[src/pcsp_pkg.sv]
// package for the program counter and stack pointer block
//
// Overview of operation
// - 14-bit program counter, reset to zero
// - normal advance touches only low 8 bits
// - page-advance increments upper 6 bits and clears low 8 bits
// - interrupt or call saves counter and flags
// - only interrupt-exit restores counter and flags
// - no firmware counter access; stack in SRAM
// - program stack pointer resets to zero, grows up
// - load program stack pointer from accumulator
// - acknowledge: disable, write byte, increment, twice
// - interrupt-exit: decrement, restore twice, then enable
// - call pushes, pointer increased by two
// - subroutine-exit restores counter only, pointer minus two
// - stack-store pre-decrements then writes
// - stack-load reads then post-increments
// - reset clears data stack pointer
// - store at zero pointer wraps to 0xFF
// - exchange accumulator with data stack pointer
// - direct operand uses one-byte SRAM address
// - indexed address is constant plus index register
package pcsp_pkg;

    localparam int PC_W = 14;
    localparam int PC_LO_W = 8;
    localparam int PC_HI_W = 6;
    localparam int DATA_W = 8;
    localparam logic [13:0] PC_RESET = 14'h0000;
    localparam logic [7:0] PSP_RESET = 8'h00;
    localparam logic [7:0] DSP_RESET = 8'h00;
    localparam logic [7:0] PTR_ONE = 8'h01;
    // saved byte layout: first byte holds flags and upper counter bits
    localparam int SAV_CARRY_BIT = 7;
    localparam int SAV_ZERO_BIT = 6;

    // operation requested by the instruction decoder
    typedef enum logic [3:0] {
        PCSP_OP_NONE,
        PCSP_OP_STEP,
        PCSP_OP_PAGE,
        PCSP_OP_JUMP,
        PCSP_OP_CALL,
        PCSP_OP_INTACK,
        PCSP_OP_RET,
        PCSP_OP_INTERRUPT_EXIT_INSTR,
        PCSP_OP_LDPSP,
        PCSP_OP_PUSH,
        PCSP_OP_POP,
        PCSP_OP_SWAPDSP,
        PCSP_OP_OPADDR
    } pcsp_op_t;

    typedef enum logic [1:0] {
        PCSP_AM_IMM,
        PCSP_AM_DIRECT,
        PCSP_AM_INDEX
    } pcsp_amode_t;

    typedef struct packed {
        pcsp_op_t op;
        pcsp_amode_t amode;
        logic [7:0] operand;
        logic [13:0] target;
        logic [7:0] acc;
        logic [7:0] idx;
        logic carry;
        logic zero;
    } pcsp_req_t;

    typedef struct packed {
        logic we;
        logic re;
        logic [7:0] addr;
        logic [7:0] wdata;
    } pcsp_mem_t;

endpackage : pcsp_pkg

[src/pcsp_core.sv]
// program counter, program stack and data stack pointer logic
module pcsp_core
    import pcsp_pkg::*;
(
    input wire logic clk_i,
    input wire logic reset_n_i,
    input wire pcsp_req_t req_i,
    input wire logic req_valid_i,
    input wire logic [7:0] mem_rdata_i,
    output logic req_ready_o,
    output pcsp_mem_t mem_o,
    output logic [13:0] program_counter_o,
    output logic [7:0] program_stack_pointer_o,
    output logic [7:0] data_stack_pointer_o,
    output logic [7:0] acc_o,
    output logic acc_valid_o,
    output logic [7:0] operand_o,
    output logic operand_valid_o,
    output logic carry_o,
    output logic zero_o,
    output logic flags_valid_o,
    output logic int_enable_o
);

    // -------------------------------------------------------------
    // sequencer states
    // -------------------------------------------------------------
    typedef enum logic [2:0] {
        PCSP_IDLE,
        PCSP_PUSH2,
        PCSP_POP1,
        PCSP_POP2,
        PCSP_POPW,
        PCSP_DWAIT,
        PCSP_DPOP
    } pcsp_state_t;

    pcsp_state_t state_r, state_nxt;
    logic [13:0] pc_r;
    logic [7:0] psp_r;
    logic [7:0] dsp_r;
    logic [7:0] sav_lo_r;
    logic [7:0] pop_lo_r;
    logic interrupt_exit_instr_r;
    logic ie_r;
    pcsp_mem_t mem_r, mem_nxt;
    logic [7:0] acc_r;
    logic acc_v_r;
    logic [7:0] opnd_r;
    logic opnd_v_r;
    logic cy_r, z_r, fl_v_r;

    // -------------------------------------------------------------
    // decoding
    // -------------------------------------------------------------
    wire logic take = req_valid_i && (state_r == PCSP_IDLE);
    wire logic [7:0] pc_lo_inc = pc_r[7:0] + PTR_ONE;
    wire logic [13:0] pc_step = {pc_r[13:8], pc_lo_inc};
    wire logic [5:0] pc_hi_inc = pc_r[13:8] + 6'h01;
    wire logic [13:0] pc_page = {pc_hi_inc, 8'h00};
    wire logic [7:0] psp_inc = psp_r + PTR_ONE;
    wire logic [7:0] psp_dec = psp_r - PTR_ONE;
    wire logic [7:0] dsp_dec = dsp_r - PTR_ONE;
    wire logic [7:0] dsp_inc = dsp_r + PTR_ONE;
    // first saved byte: carry, zero, upper counter bits of the return point
    wire logic [7:0] sav_hi = {req_i.carry, req_i.zero, pc_r[13:8]};
    wire logic [7:0] idx_addr = req_i.operand + req_i.idx;

    function automatic logic [7:0] op_addr(input pcsp_amode_t am, input logic [7:0] k,
                                           input logic [7:0] ia);
        case (am)
            PCSP_AM_DIRECT: op_addr = k;
            PCSP_AM_INDEX: op_addr = ia;
            default: op_addr = 8'h00;
        endcase
    endfunction : op_addr

    assign req_ready_o = (state_r == PCSP_IDLE);

    // -------------------------------------------------------------
    // memory command and next state
    // -------------------------------------------------------------
    always_comb begin
        state_nxt = state_r;
        mem_nxt = '0;
        case (state_r)
            PCSP_IDLE: begin
                if (take) begin
                    case (req_i.op)
                        PCSP_OP_CALL, PCSP_OP_INTACK: begin
                            mem_nxt = '{we: 1'b1, re: 1'b0, addr: psp_r, wdata: sav_hi};
                            state_nxt = PCSP_PUSH2;
                        end
                        PCSP_OP_RET, PCSP_OP_INTERRUPT_EXIT_INSTR: begin
                            mem_nxt = '{we: 1'b0, re: 1'b1, addr: psp_dec, wdata: 8'h00};
                            state_nxt = PCSP_POP1;
                        end
                        PCSP_OP_PUSH: begin
                            mem_nxt = '{we: 1'b1, re: 1'b0, addr: dsp_dec, wdata: req_i.acc};
                        end
                        PCSP_OP_POP: begin
                            mem_nxt = '{we: 1'b0, re: 1'b1, addr: dsp_r, wdata: 8'h00};
                            state_nxt = PCSP_DWAIT;
                        end
                        PCSP_OP_OPADDR: begin
                            if (req_i.amode != PCSP_AM_IMM) begin
                                mem_nxt.re = 1'b1;
                                mem_nxt.addr = op_addr(req_i.amode, req_i.operand, idx_addr);
                                state_nxt = PCSP_DWAIT;
                            end
                        end
                        default: begin
                        end
                    endcase
                end
            end
            PCSP_PUSH2: begin
                mem_nxt = '{we: 1'b1, re: 1'b0, addr: psp_r, wdata: sav_lo_r};
                state_nxt = PCSP_IDLE;
            end
            PCSP_POP1: begin
                mem_nxt = '{we: 1'b0, re: 1'b1, addr: psp_dec, wdata: 8'h00};
                state_nxt = PCSP_POP2;
            end
            PCSP_POP2: state_nxt = PCSP_POPW;
            PCSP_POPW: state_nxt = PCSP_IDLE;
            // sram answers one cycle after the command, as on the program stack pops
            PCSP_DWAIT: state_nxt = PCSP_DPOP;
            PCSP_DPOP: state_nxt = PCSP_IDLE;
            default: state_nxt = PCSP_IDLE;
        endcase
    end

    // -------------------------------------------------------------
    // registers
    // -------------------------------------------------------------
    always_ff @(posedge clk_i or negedge reset_n_i) begin
        if (!reset_n_i) begin
            state_r <= PCSP_IDLE;
            pc_r <= PC_RESET;
            psp_r <= PSP_RESET;
            dsp_r <= DSP_RESET;
            sav_lo_r <= 8'h00;
            pop_lo_r <= 8'h00;
            interrupt_exit_instr_r <= 1'b0;
            ie_r <= 1'b0;
            mem_r <= '0;
            acc_r <= 8'h00;
            acc_v_r <= 1'b0;
            opnd_r <= 8'h00;
            opnd_v_r <= 1'b0;
            cy_r <= 1'b0;
            z_r <= 1'b0;
            fl_v_r <= 1'b0;
        end else begin
            state_r <= state_nxt;
            mem_r <= mem_nxt;
            acc_v_r <= 1'b0;
            opnd_v_r <= 1'b0;
            fl_v_r <= 1'b0;
            case (state_r)
                PCSP_IDLE: begin
                    if (take) begin
                        case (req_i.op)
                            PCSP_OP_STEP: pc_r <= pc_step;
                            PCSP_OP_PAGE: pc_r <= pc_page;
                            PCSP_OP_JUMP: pc_r <= req_i.target;
                            PCSP_OP_CALL, PCSP_OP_INTACK: begin
                                sav_lo_r <= pc_r[7:0];
                                psp_r <= psp_inc;
                                if (req_i.op == PCSP_OP_INTACK) begin
                                    ie_r <= 1'b0;
                                end
                                pc_r <= req_i.target;
                            end
                            PCSP_OP_RET, PCSP_OP_INTERRUPT_EXIT_INSTR: begin
                                psp_r <= psp_dec;
                                interrupt_exit_instr_r <= (req_i.op == PCSP_OP_INTERRUPT_EXIT_INSTR);
                            end
                            PCSP_OP_LDPSP: psp_r <= req_i.acc;
                            PCSP_OP_PUSH: dsp_r <= dsp_dec;
                            PCSP_OP_POP: dsp_r <= dsp_inc;
                            PCSP_OP_SWAPDSP: begin
                                dsp_r <= req_i.acc;
                                acc_r <= dsp_r;
                                acc_v_r <= 1'b1;
                            end
                            PCSP_OP_OPADDR: begin
                                if (req_i.amode == PCSP_AM_IMM) begin
                                    opnd_r <= req_i.operand;
                                    opnd_v_r <= 1'b1;
                                end
                            end
                            default: begin
                            end
                        endcase
                    end
                end
                PCSP_PUSH2: psp_r <= psp_inc;
                PCSP_POP1: psp_r <= psp_dec;
                PCSP_POP2: pop_lo_r <= mem_rdata_i;
                PCSP_POPW: begin
                    pc_r <= {mem_rdata_i[5:0], pop_lo_r};
                    if (interrupt_exit_instr_r) begin
                        cy_r <= mem_rdata_i[SAV_CARRY_BIT];
                        z_r <= mem_rdata_i[SAV_ZERO_BIT];
                        fl_v_r <= 1'b1;
                        ie_r <= 1'b1;
                    end
                end
                PCSP_DPOP: begin
                    opnd_r <= mem_rdata_i;
                    opnd_v_r <= 1'b1;
                end
                default: begin
                end
            endcase
        end
    end

    // counter only leaves the block as an output; nothing writes it but the sequencer
    assign program_counter_o = pc_r;
    assign program_stack_pointer_o = psp_r;
    assign data_stack_pointer_o = dsp_r;
    assign mem_o = mem_r;
    assign acc_o = acc_r;
    assign acc_valid_o = acc_v_r;
    assign operand_o = opnd_r;
    assign operand_valid_o = opnd_v_r;
    assign carry_o = cy_r;
    assign zero_o = z_r;
    assign flags_valid_o = fl_v_r;
    assign int_enable_o = ie_r;

endmodule : pcsp_core

[config.mk]
export PLATFORM = sky130hd
export DESIGN_NAME = pcsp_core
export DESIGN_NICKNAME = d
export VERILOG_FILES = /design/src/pcsp_pkg.sv /design/src/pcsp_core.sv
export SDC_FILE = /design/constraint.sdc
export NUM_CORES = 1
export LEC_CHECK = 0
export BUFFER_PORTS_ARGS = -buffer_cell sky130_fd_sc_hd__buf_2
export CORE_MARGIN = 8
export CORE_UTILIZATION = 55
export CTS_BUF_LIST = sky130_fd_sc_hd__clkbuf_4 sky130_fd_sc_hd__clkbuf_8
export DETAILED_ROUTE_END_ITERATION = 16
export PLACE_DENSITY_LB_ADDON = 0.15
export SLEW_MARGIN = 40
export SYNTH_ARGS = -nofsm -noshare
export SYNTH_HDL_FRONTEND = slang
export SYNTH_SLANG_ARGS = --single-unit
[constraint.sdc]
create_clock -name clk_i -period 2.9 [get_ports clk_i]
set_input_delay 0 -clock clk_i [delete_from_list [all_inputs] [get_ports clk_i]]
set_output_delay 0 -clock clk_i [all_outputs]
set_load 0.005 [all_outputs]
# Yosys cells after proc, flatten, opt, wreduce, memory -nomap -nowiden
# Index checks and enable logic that the tools add are counted.
# Widths: inputs -> output; s select.
# word_totals
register_bits,90
out_inout_bits,71
# op_classes
n_mux,36
n_eq_ne,32
reduce_logical,23
n_addsub,7
# op_table
operator,count
$pmux 8 s3,3
$pmux 18 s3,1
$pmux 8 s2,3
$pmux 9 s5,1
$pmux 14 s3,1
$mux 8,4
$pmux 14 s2,1
$add 8x1->8 const B,3
$pmux 3 s4,2
$reduce_and 3->1,7
$eq 4x4->1 const B,5
$mux 18,1
$eq 4x3->1 const B,4
$sub 8x1->8 const B,2
$mux 14,1
$mux 1,13
$ne 2x1->1 const B,5
$eq 3x3->1 const B,3
$mux 9,1
$add 8x8->8,1
$eq 4x2->1 const B,2
$reduce_and 4->1,2
$add 6x1->6 const B,1
$eq 3x2->1 const B,2
other kinds (21),29

# Depth between registers and ports, before layout
# Gate-level depths: netlist (run 1).
# depth
ltp_word,6
ltp_mapped,8

# Worst setup path before layout (run 1)
# Ideal clock, no wire load.
# synth_timing
path_type,reg-to-reg
start,"register psp_r[0], in the netlist program_stack_pointer_o[0]"
end,"register psp_r[6], in the netlist program_stack_pointer_o[6]"
stages_incl_launch_ff,9
setup_time_ns,0.090
path_slack_ns,0.627
t_required_ns,2.810
synth_period_minus_slack_ns,2.273
arrival_time_ns,2.183
path_cell_list,dfrtp_1 inv_1 ha_1 or3b_2 nor3_1 xnor2_1 a22oi_1 or3_1 o221ai_1
# synth_via
elab_chain_len,4
word_cells_on_any_way,5
cone_classes,add/sub (2); mux (3)
# synth_rtl
element,line_no,source
from (decl),pcsp_core.sv:40,logic [7:0] psp_r;
from (signal assigned),pcsp_core.sv:170,psp_r <= psp_inc;
from (signal assigned),pcsp_core.sv:177,psp_r <= psp_dec;
from (signal assigned),pcsp_core.sv:180,PCSP_OP_LDPSP: psp_r <= req_i.acc;
$sub 8x1->8 or $add 8x1->8 (tied branches),"pcsp_core.sv:62, pcsp_core.sv:61",
$pmux 8 s3,pcsp_core.sv:164,case (req_i.op)
$mux 8,pcsp_core.sv:163,if (take) begin
$pmux 8 s3 (*),pcsp_core.sv:161,case (state_r)
# Mark *: on every way between the ends. The rest lies on a longest branch, timed or not. The select of a mux whose other input is x is not followed.
# A chain may end at the register's enable or synchronous reset.

==> results of run 1 <==
==> area by class of cell <==
| cell class | instances | area, µm² |
|---|---|---|
| fill | 861 | 3180 |
| timing repair buffer | 176 | 1100 |
| clock inverter | 7 | 76.3 |
| clock buffer | 9 | 124 |
| sequential | 90 | 2250 |
| inverter | 34 | 128 |
| multi-input combinational | 485 | 3240 |
| tap | 136 | 170 |
==> sequential cells by signal, indices dropped and copies added (netlist names) <==
| signal | count |
|---|---|
| mem_o | 18 |
| flags_valid_o | 1 |
| int_enable_o | 1 |
| program_counter_o | 14 |
| operand_valid_o | 1 |
| sav_lo_r | 8 |
| data_stack_pointer_o | 8 |
| operand_o | 8 |
| interrupt_exit_instr_r | 1 |
| state_r | 3 |
| zero_o | 1 |
| pop_lo_r | 8 |
| program_stack_pointer_o | 8 |
| acc_o | 8 |
| acc_valid_o | 1 |
| carry_o | 1 |
==> synthesized netlist by cell type (10+ instances only) <==
cell	count	area (µm²)
dfrtp_1	90	2250
clkbuf_1	25	93.8
nor3_1	14	70.1
nand2_1	59	221
mux2_2	20	225
a22oi_1	13	97.6
a21oi_1	30	150
inv_1	34	128
nor2_1	44	165
xnor2_1	22	193
o21ai_0	74	370
nand3_1	16	80.1
mux2i_1	10	100
ha_1	16	200
buf_2	16	80.1
==> kinds of logic (layout without fill, tap and decap cells) <==
| family | Yosys count | in the layout | synth area share, % |
|---|---|---|---|
| adders and majority gates | 17 | 17 | 3.79 |
| DFF | 90 | 90 | 38.8 |
| AOI/OAI and AO/OA | 218 | 218 | 25.4 |
| xor gates and xnor gates | 29 | 29 | 4.38 |
| buffers and inverters | 78 | 226 | 5.52 |
| muxes | 30 | 30 | 5.61 |
| and+or+nand+nor | 191 | 191 | 16.5 |
==> worst reg2reg max path: stages (launching register included) <==
cell and delay, ns:
dfrtp_1 0.57, nor2_1 0.25, nand3b_1 0.34, nor2_1 0.54, a222oi_1 0.17, dlygate4sd3_1 0.60
inv_1 0.06
==> worst min-delay path by stage <==
| stage | from | endpoint | depth (start not counted) | slack [ns] |
|---|---|---|---|---|
| after floorplan | reset_n_i | acc_o[0] | 0 | -0.30 |
| after global placement | reset_n_i | mem_o[10] | 2 | 0.08 |
| after detailed placement | reset_n_i | mem_o[10] | 2 | 0.08 |
| after CTS | req_i[22] | program_counter_o[4] | 4 | 0.01 |
| after global routing | req_i[21] | program_counter_o[3] | 4 | 0.05 |
| final | req_i[22] | program_counter_o[4] | 4 | 0.02 |
==> routing by layer <==
layer / vias to the layer above / track usage, %
met4: 0 / 10.1
met2: 295 / 43.0
li1: 2690 / -
met5: - / 0
met1: 2832 / 35.9
met3: 36 / 5.09
==> report_power, final <==
part / internal [mW] / leakage, nW / total [mW] / switching [mW]
Combinational: 1.21 / 2.08 / 2.60 / 1.39
Clock: 0.343 / 0.103 / 0.867 / 0.524
Sequential: 1.77 / 1.14 / 2.41 / 0.643
==> per-stage QoR <==
step	worst slack, ns	cells
2_1_floorplan	0.627	653
3_3_place_gp	0.506	887
3_5_place_dp	0.420	887
4_1_cts	0.374	937
5_1_grt	0.118	937
6_report	0.339	937
==> flow_metrics.py, run 1 <==
metrics = {
    "finish": {
        "final_common_cell": "buf_2",
        "final_core_util_pct": 69.0,
        "antennaDiodeCount": 0,
        "drive_gt1_share_pct": 24.2,
        "fin_nets": 870,
        "final_cell_mix": "126 x buf_2, 90 x dfrtp_1, 74 x o21ai_0",
        "area_growth_syn_to_layout_pct": 22.3,
        "postLayoutCellArea_mm2": 0.00710,
    },
    "sta": {
        "fmax_mhz": 390,
        "rsz0062_at_grt": "false",
        "finalSetupViolCount": 0,
        "finalCriticalPeriod_ns": 2.56,
        "maxSlewViolCount": 0,
        "worstMarginPinSlew_ns": 0.746,
        "finClkSkew_ns": 0.0143,
        "hold-worst-slack_ns": 0.0165,
        "finalHoldViolCount": 0,
        "max_slew_margin_pct": 49.7,
        "fin_tns_setup_ns": 0,
        "layout_worst_path_cycle_share_pct": 88.3,
    },
    "setup_path": {
        "start_kind": "register",
        "cp-endpoint": "mem_o[6]",
        "worstSetupEndpointType": "register",
        "critPathTopFamily": "simple AND/OR/NAND/NOR gates",
        "critPathMostFrequentCell": "nor2_1",
        "arrival_ns": 2.88,
        "r2r_end": "mem_o[6]",
        "critPathSlowestCell": "dlygate4sd3_1",
        "cp_cell_sequence": "nor2_1, nand3b_1, nor2_1, a222oi_1, dlygate4sd3_1, inv_1",
        "path_max_fanout": 18,
        "slowest_delay_ns": 0.60,
        "rr_startpoint": "state_r[2]",
        "path_buf_inv": 2,
        "rrSetupSlack_ns": 0.34,
        "critPathKind": "reg -> reg",
        "cp.required_ns": 3.22,
        "crit_start": "state_r[2]",
        "reg2reg_depth": 6,
        "cp.depth": 6,
    },
    "floorplanning": {
        "start_util_pct": 56.5,
        "fp.dieW_um": 119,
        "die_h_um": 119,
        "die-area_mm2": 0.0141,
        "core_mm2": 0.0103,
        "io_pins": 128,
        "std_cell_rows": 37,
    },
    "clocking": {
        "cts_sinks": 90,
        "clk_latency_ns": 0.37,
        "post_cts_buffers": 0,
        "cts_tree": "yes",
        "htreeDepth": 3,
        "cts_root_buf": "clkbuf_8",
        "clk_pin_slew_ns": 0.11,
        "cts_inserted_buffers": 9,
        "clockBufferDepth": 2,
        "post_cts_resized": 0,
        "hold_buffers": 34,
    },
    "placement": {
        "dp_hpwl_um": 14400,
        "dpl_cell_area_mm2": 0.00656,
        "port-buffer-count": 127,
        "gp_congestion": 0.977,
    },
    "power": {
        "powerDensity_mw_per_mm2": 828,
        "total_power_mw": 5.87,
        "irDropWorstVdd_mv": 0.414,
        "p_leak_nw": 3.32,
    },
    "drt": {
        "wl_um": 19400,
        "drt-vias-per-instance": 6.25,
        "wl_met3_um": 1730,
        "top_layer": "met4",
        "ant_nets": 0,
        "wl_met1_um": 8060,
        "met2RoutedLength_um": 9170,
        "num_vias": 5853,
        "post_drt_wl_per_cell_um": 20.7,
        "drc": 0,
        "drt_iter0_drc": 579,
        "drtPass1Iterations": 5,
    },
    "synthesis": {
        "synth_cell_types": 70,
        "synth_edf_count": 0,
        "synth_ff_type": "dfrtp_1",
        "synth_area_mm2": 0.00580,
        "syn_inst": 653,
        "ys_seq_area_share_pct": 38.8,
        "yosysWarningCount": 0,
        "async_flop_share_pct": 100,
        "synth_nets": 727,
        "syn_area_per_cell_um2": 8.89,
        "synth_seq_cells": 90,
    },
    "status": {
        "run_status": "completed",
    },
    "grt": {
        "grt_overflow": 0,
        "grt_pass1_vias": 5707,
        "antenna_found_initial": 0,
        "grt_util_all_layers_pct": 27.0,
        "grt_pass1_wl_um": 30900,
        "grt_max_degree": 91,
    },
    "job": {
        "cap_violations": 0,
    },
    "worst_hold_path": {
        "hold_path_class": "in -> reg",
    },
}
No activity file was read; power rests on OpenSTA's default activity.
==> inputs of run 2 (changes only) <==
CAP_MARGIN = 10   (was default)
HOLD_SLACK_MARGIN = 0.15   (was default)
==> flow_metrics.py, run 2 (synthesis gave the netlist of run 1 again) <==
metrics = {
    "status": {
        "run_status": "completed",
    },
    "drt": {
        "wl_um": 19800,
        "post_drt_wl_per_cell_um": 20.8,
        "num_vias": 5971,
        "drt-vias-per-instance": 6.28,
        "ant_nets": 0,
        "drt_iter0_drc": 611,
        "drc": 0,
        "drtPass1Iterations": 7,
    },
    "clocking": {
        "clk_latency_ns": 0.38,
        "htreeDepth": 3,
        "post_cts_buffers": 0,
        "cts_root_buf": "clkbuf_8",
        "cts_sinks": 90,
        "clockBufferDepth": 2,
        "clk_pin_slew_ns": 0.11,
        "cts_inserted_buffers": 9,
        "cts_tree": "yes",
    },
    "sta": {
        "layout_worst_path_cycle_share_pct": 88.4,
        "max_slew_margin_pct": 48.7,
        "fin_tns_setup_ns": 0,
        "fmax_mhz": 390,
        "finalCriticalPeriod_ns": 2.56,
        "finalHoldViolCount": 0,
        "hold-worst-slack_ns": 0.174,
        "maxSlewViolCount": 0,
        "finClkSkew_ns": 0.0158,
        "finalSetupViolCount": 0,
        "rsz0062_at_grt": "false",
        "worstMarginPinSlew_ns": 0.761,
    },
    "setup_path": {
        "r2r_end": "mem_o[6]",
        "reg2reg_depth": 6,
        "slowest_delay_ns": 0.60,
        "critPathKind": "reg -> reg",
        "arrival_ns": 2.89,
        "cp-endpoint": "mem_o[6]",
        "crit_start": "state_r[2]",
        "cp.depth": 6,
        "critPathTopFamily": "simple AND/OR/NAND/NOR gates",
        "critPathMostFrequentCell": "nor2_1",
        "cp.required_ns": 3.23,
        "path_buf_inv": 2,
        "worstSetupEndpointType": "register",
        "path_max_fanout": 18,
        "start_kind": "register",
        "cp_cell_sequence": "nor2_1, nand3b_1, nor2_1, a222oi_1, dlygate4sd3_1, inv_1",
        "rrSetupSlack_ns": 0.34,
        "critPathSlowestCell": "dlygate4sd3_1",
        "rr_startpoint": "state_r[2]",
    },
    "finish": {
        "fillCellCount": 846,
        "final_common_cell": "buf_2",
        "drive_gt1_share_pct": 23.9,
        "final_core_util_pct": 70.3,
        "largest_reg_flops": 18,
        "register_area_mm2": 0.00225,
        "area_growth_syn_to_layout_pct": 24.4,
        "multi_input_area_mm2": 0.00324,
        "fin_nets": 882,
        "instances_no_fill": 951,
        "final_cell_mix": "126 x buf_2, 90 x dfrtp_1, 74 x o21ai_0",
    },
    "power": {
        "irDropWorstVdd_mv": 0.446,
        "powerDensity_mw_per_mm2": 817,
        "p_leak_nw": 3.37,
        "total_power_mw": 5.90,
    },
    "floorplanning": {
        "fp.dieW_um": 119,
        "die_h_um": 119,
        "core_mm2": 0.0103,
        "std_cell_rows": 37,
        "die-area_mm2": 0.0141,
        "io_pins": 128,
        "start_util_pct": 56.5,
    },
    "grt": {
        "grt_util_all_layers_pct": 27.5,
        "grt_pass1_wl_um": 31400,
        "grt_pass1_vias": 5805,
        "grt_overflow": 0,
        "grt_max_degree": 91,
        "antenna_found_initial": 2,
    },
    "placement": {
        "gp_congestion": 0.977,
        "dp_hpwl_um": 14400,
        "dp.cells": 887,
        "port-buffer-count": 127,
    },
    "worst_hold_path": {
        "hold_path_class": "in -> async",
    },
    "job": {
        "cap_violations": 0,
    },
}
## run 2: worst min-delay path by stage
stage,to,slack [ns]
2_1_floorplan,acc_o[0],-0.30
3_3_place_gp,mem_o[10],0.08
3_5_place_dp,mem_o[10],0.08
4_1_cts,mem_o[14],0.20
5_1_grt,mem_o[14],0.21
6_report,mem_o[10],0.17
## run 2: area by class of cell
class                      instances  area share, %
sequential                        90           31.2
clock inverter                     7           1.06
tap                              136           2.36
multi-input combinational        485           44.9
clock buffer                       9           1.72
antenna                            2         0.0693
timing repair buffer             188           16.9
inverter                          34           1.77
## run 2: what timing repair did
action | in CTS | in global routing
hold buffers | 46 | 0
hold endpoints to repair | 150 | 0
resized for setup | 0 | 0
## run 2: per-stage QoR
step	worst slack, ns	cell area (µm²)
CTS	0.374	7220
global route	0.118	7220
global placement	0.506	6540
detailed placement	0.420	6560
floorplan	0.627	5800
finish	0.338	7220
## run 2: routing by layer
layer	vias up	wire [µm]	global-route usage, %
met5	-	0	0
met1	2925	8290	36.2
met2	292	9400	44.2
met4	0	371	10.4
li1	2725	-	-
met3	29	1720	5.19
## run 2: power breakdown
| group | total (mW) | switching (mW) | internal [mW] |
|---|---|---|---|
| Sequential | 2.41 | 0.641 | 1.77 |
| Clock | 0.871 | 0.528 | 0.343 |
| Combinational | 2.62 | 1.40 | 1.22 |
## run 2: worst reg2reg max path, cell delays in order (launching register included)
cell           delay (ns)
dfrtp_1              0.56
nor2_1               0.25
nand3b_1             0.34
nor2_1               0.54
a222oi_1             0.18
dlygate4sd3_1        0.60
inv_1                0.06
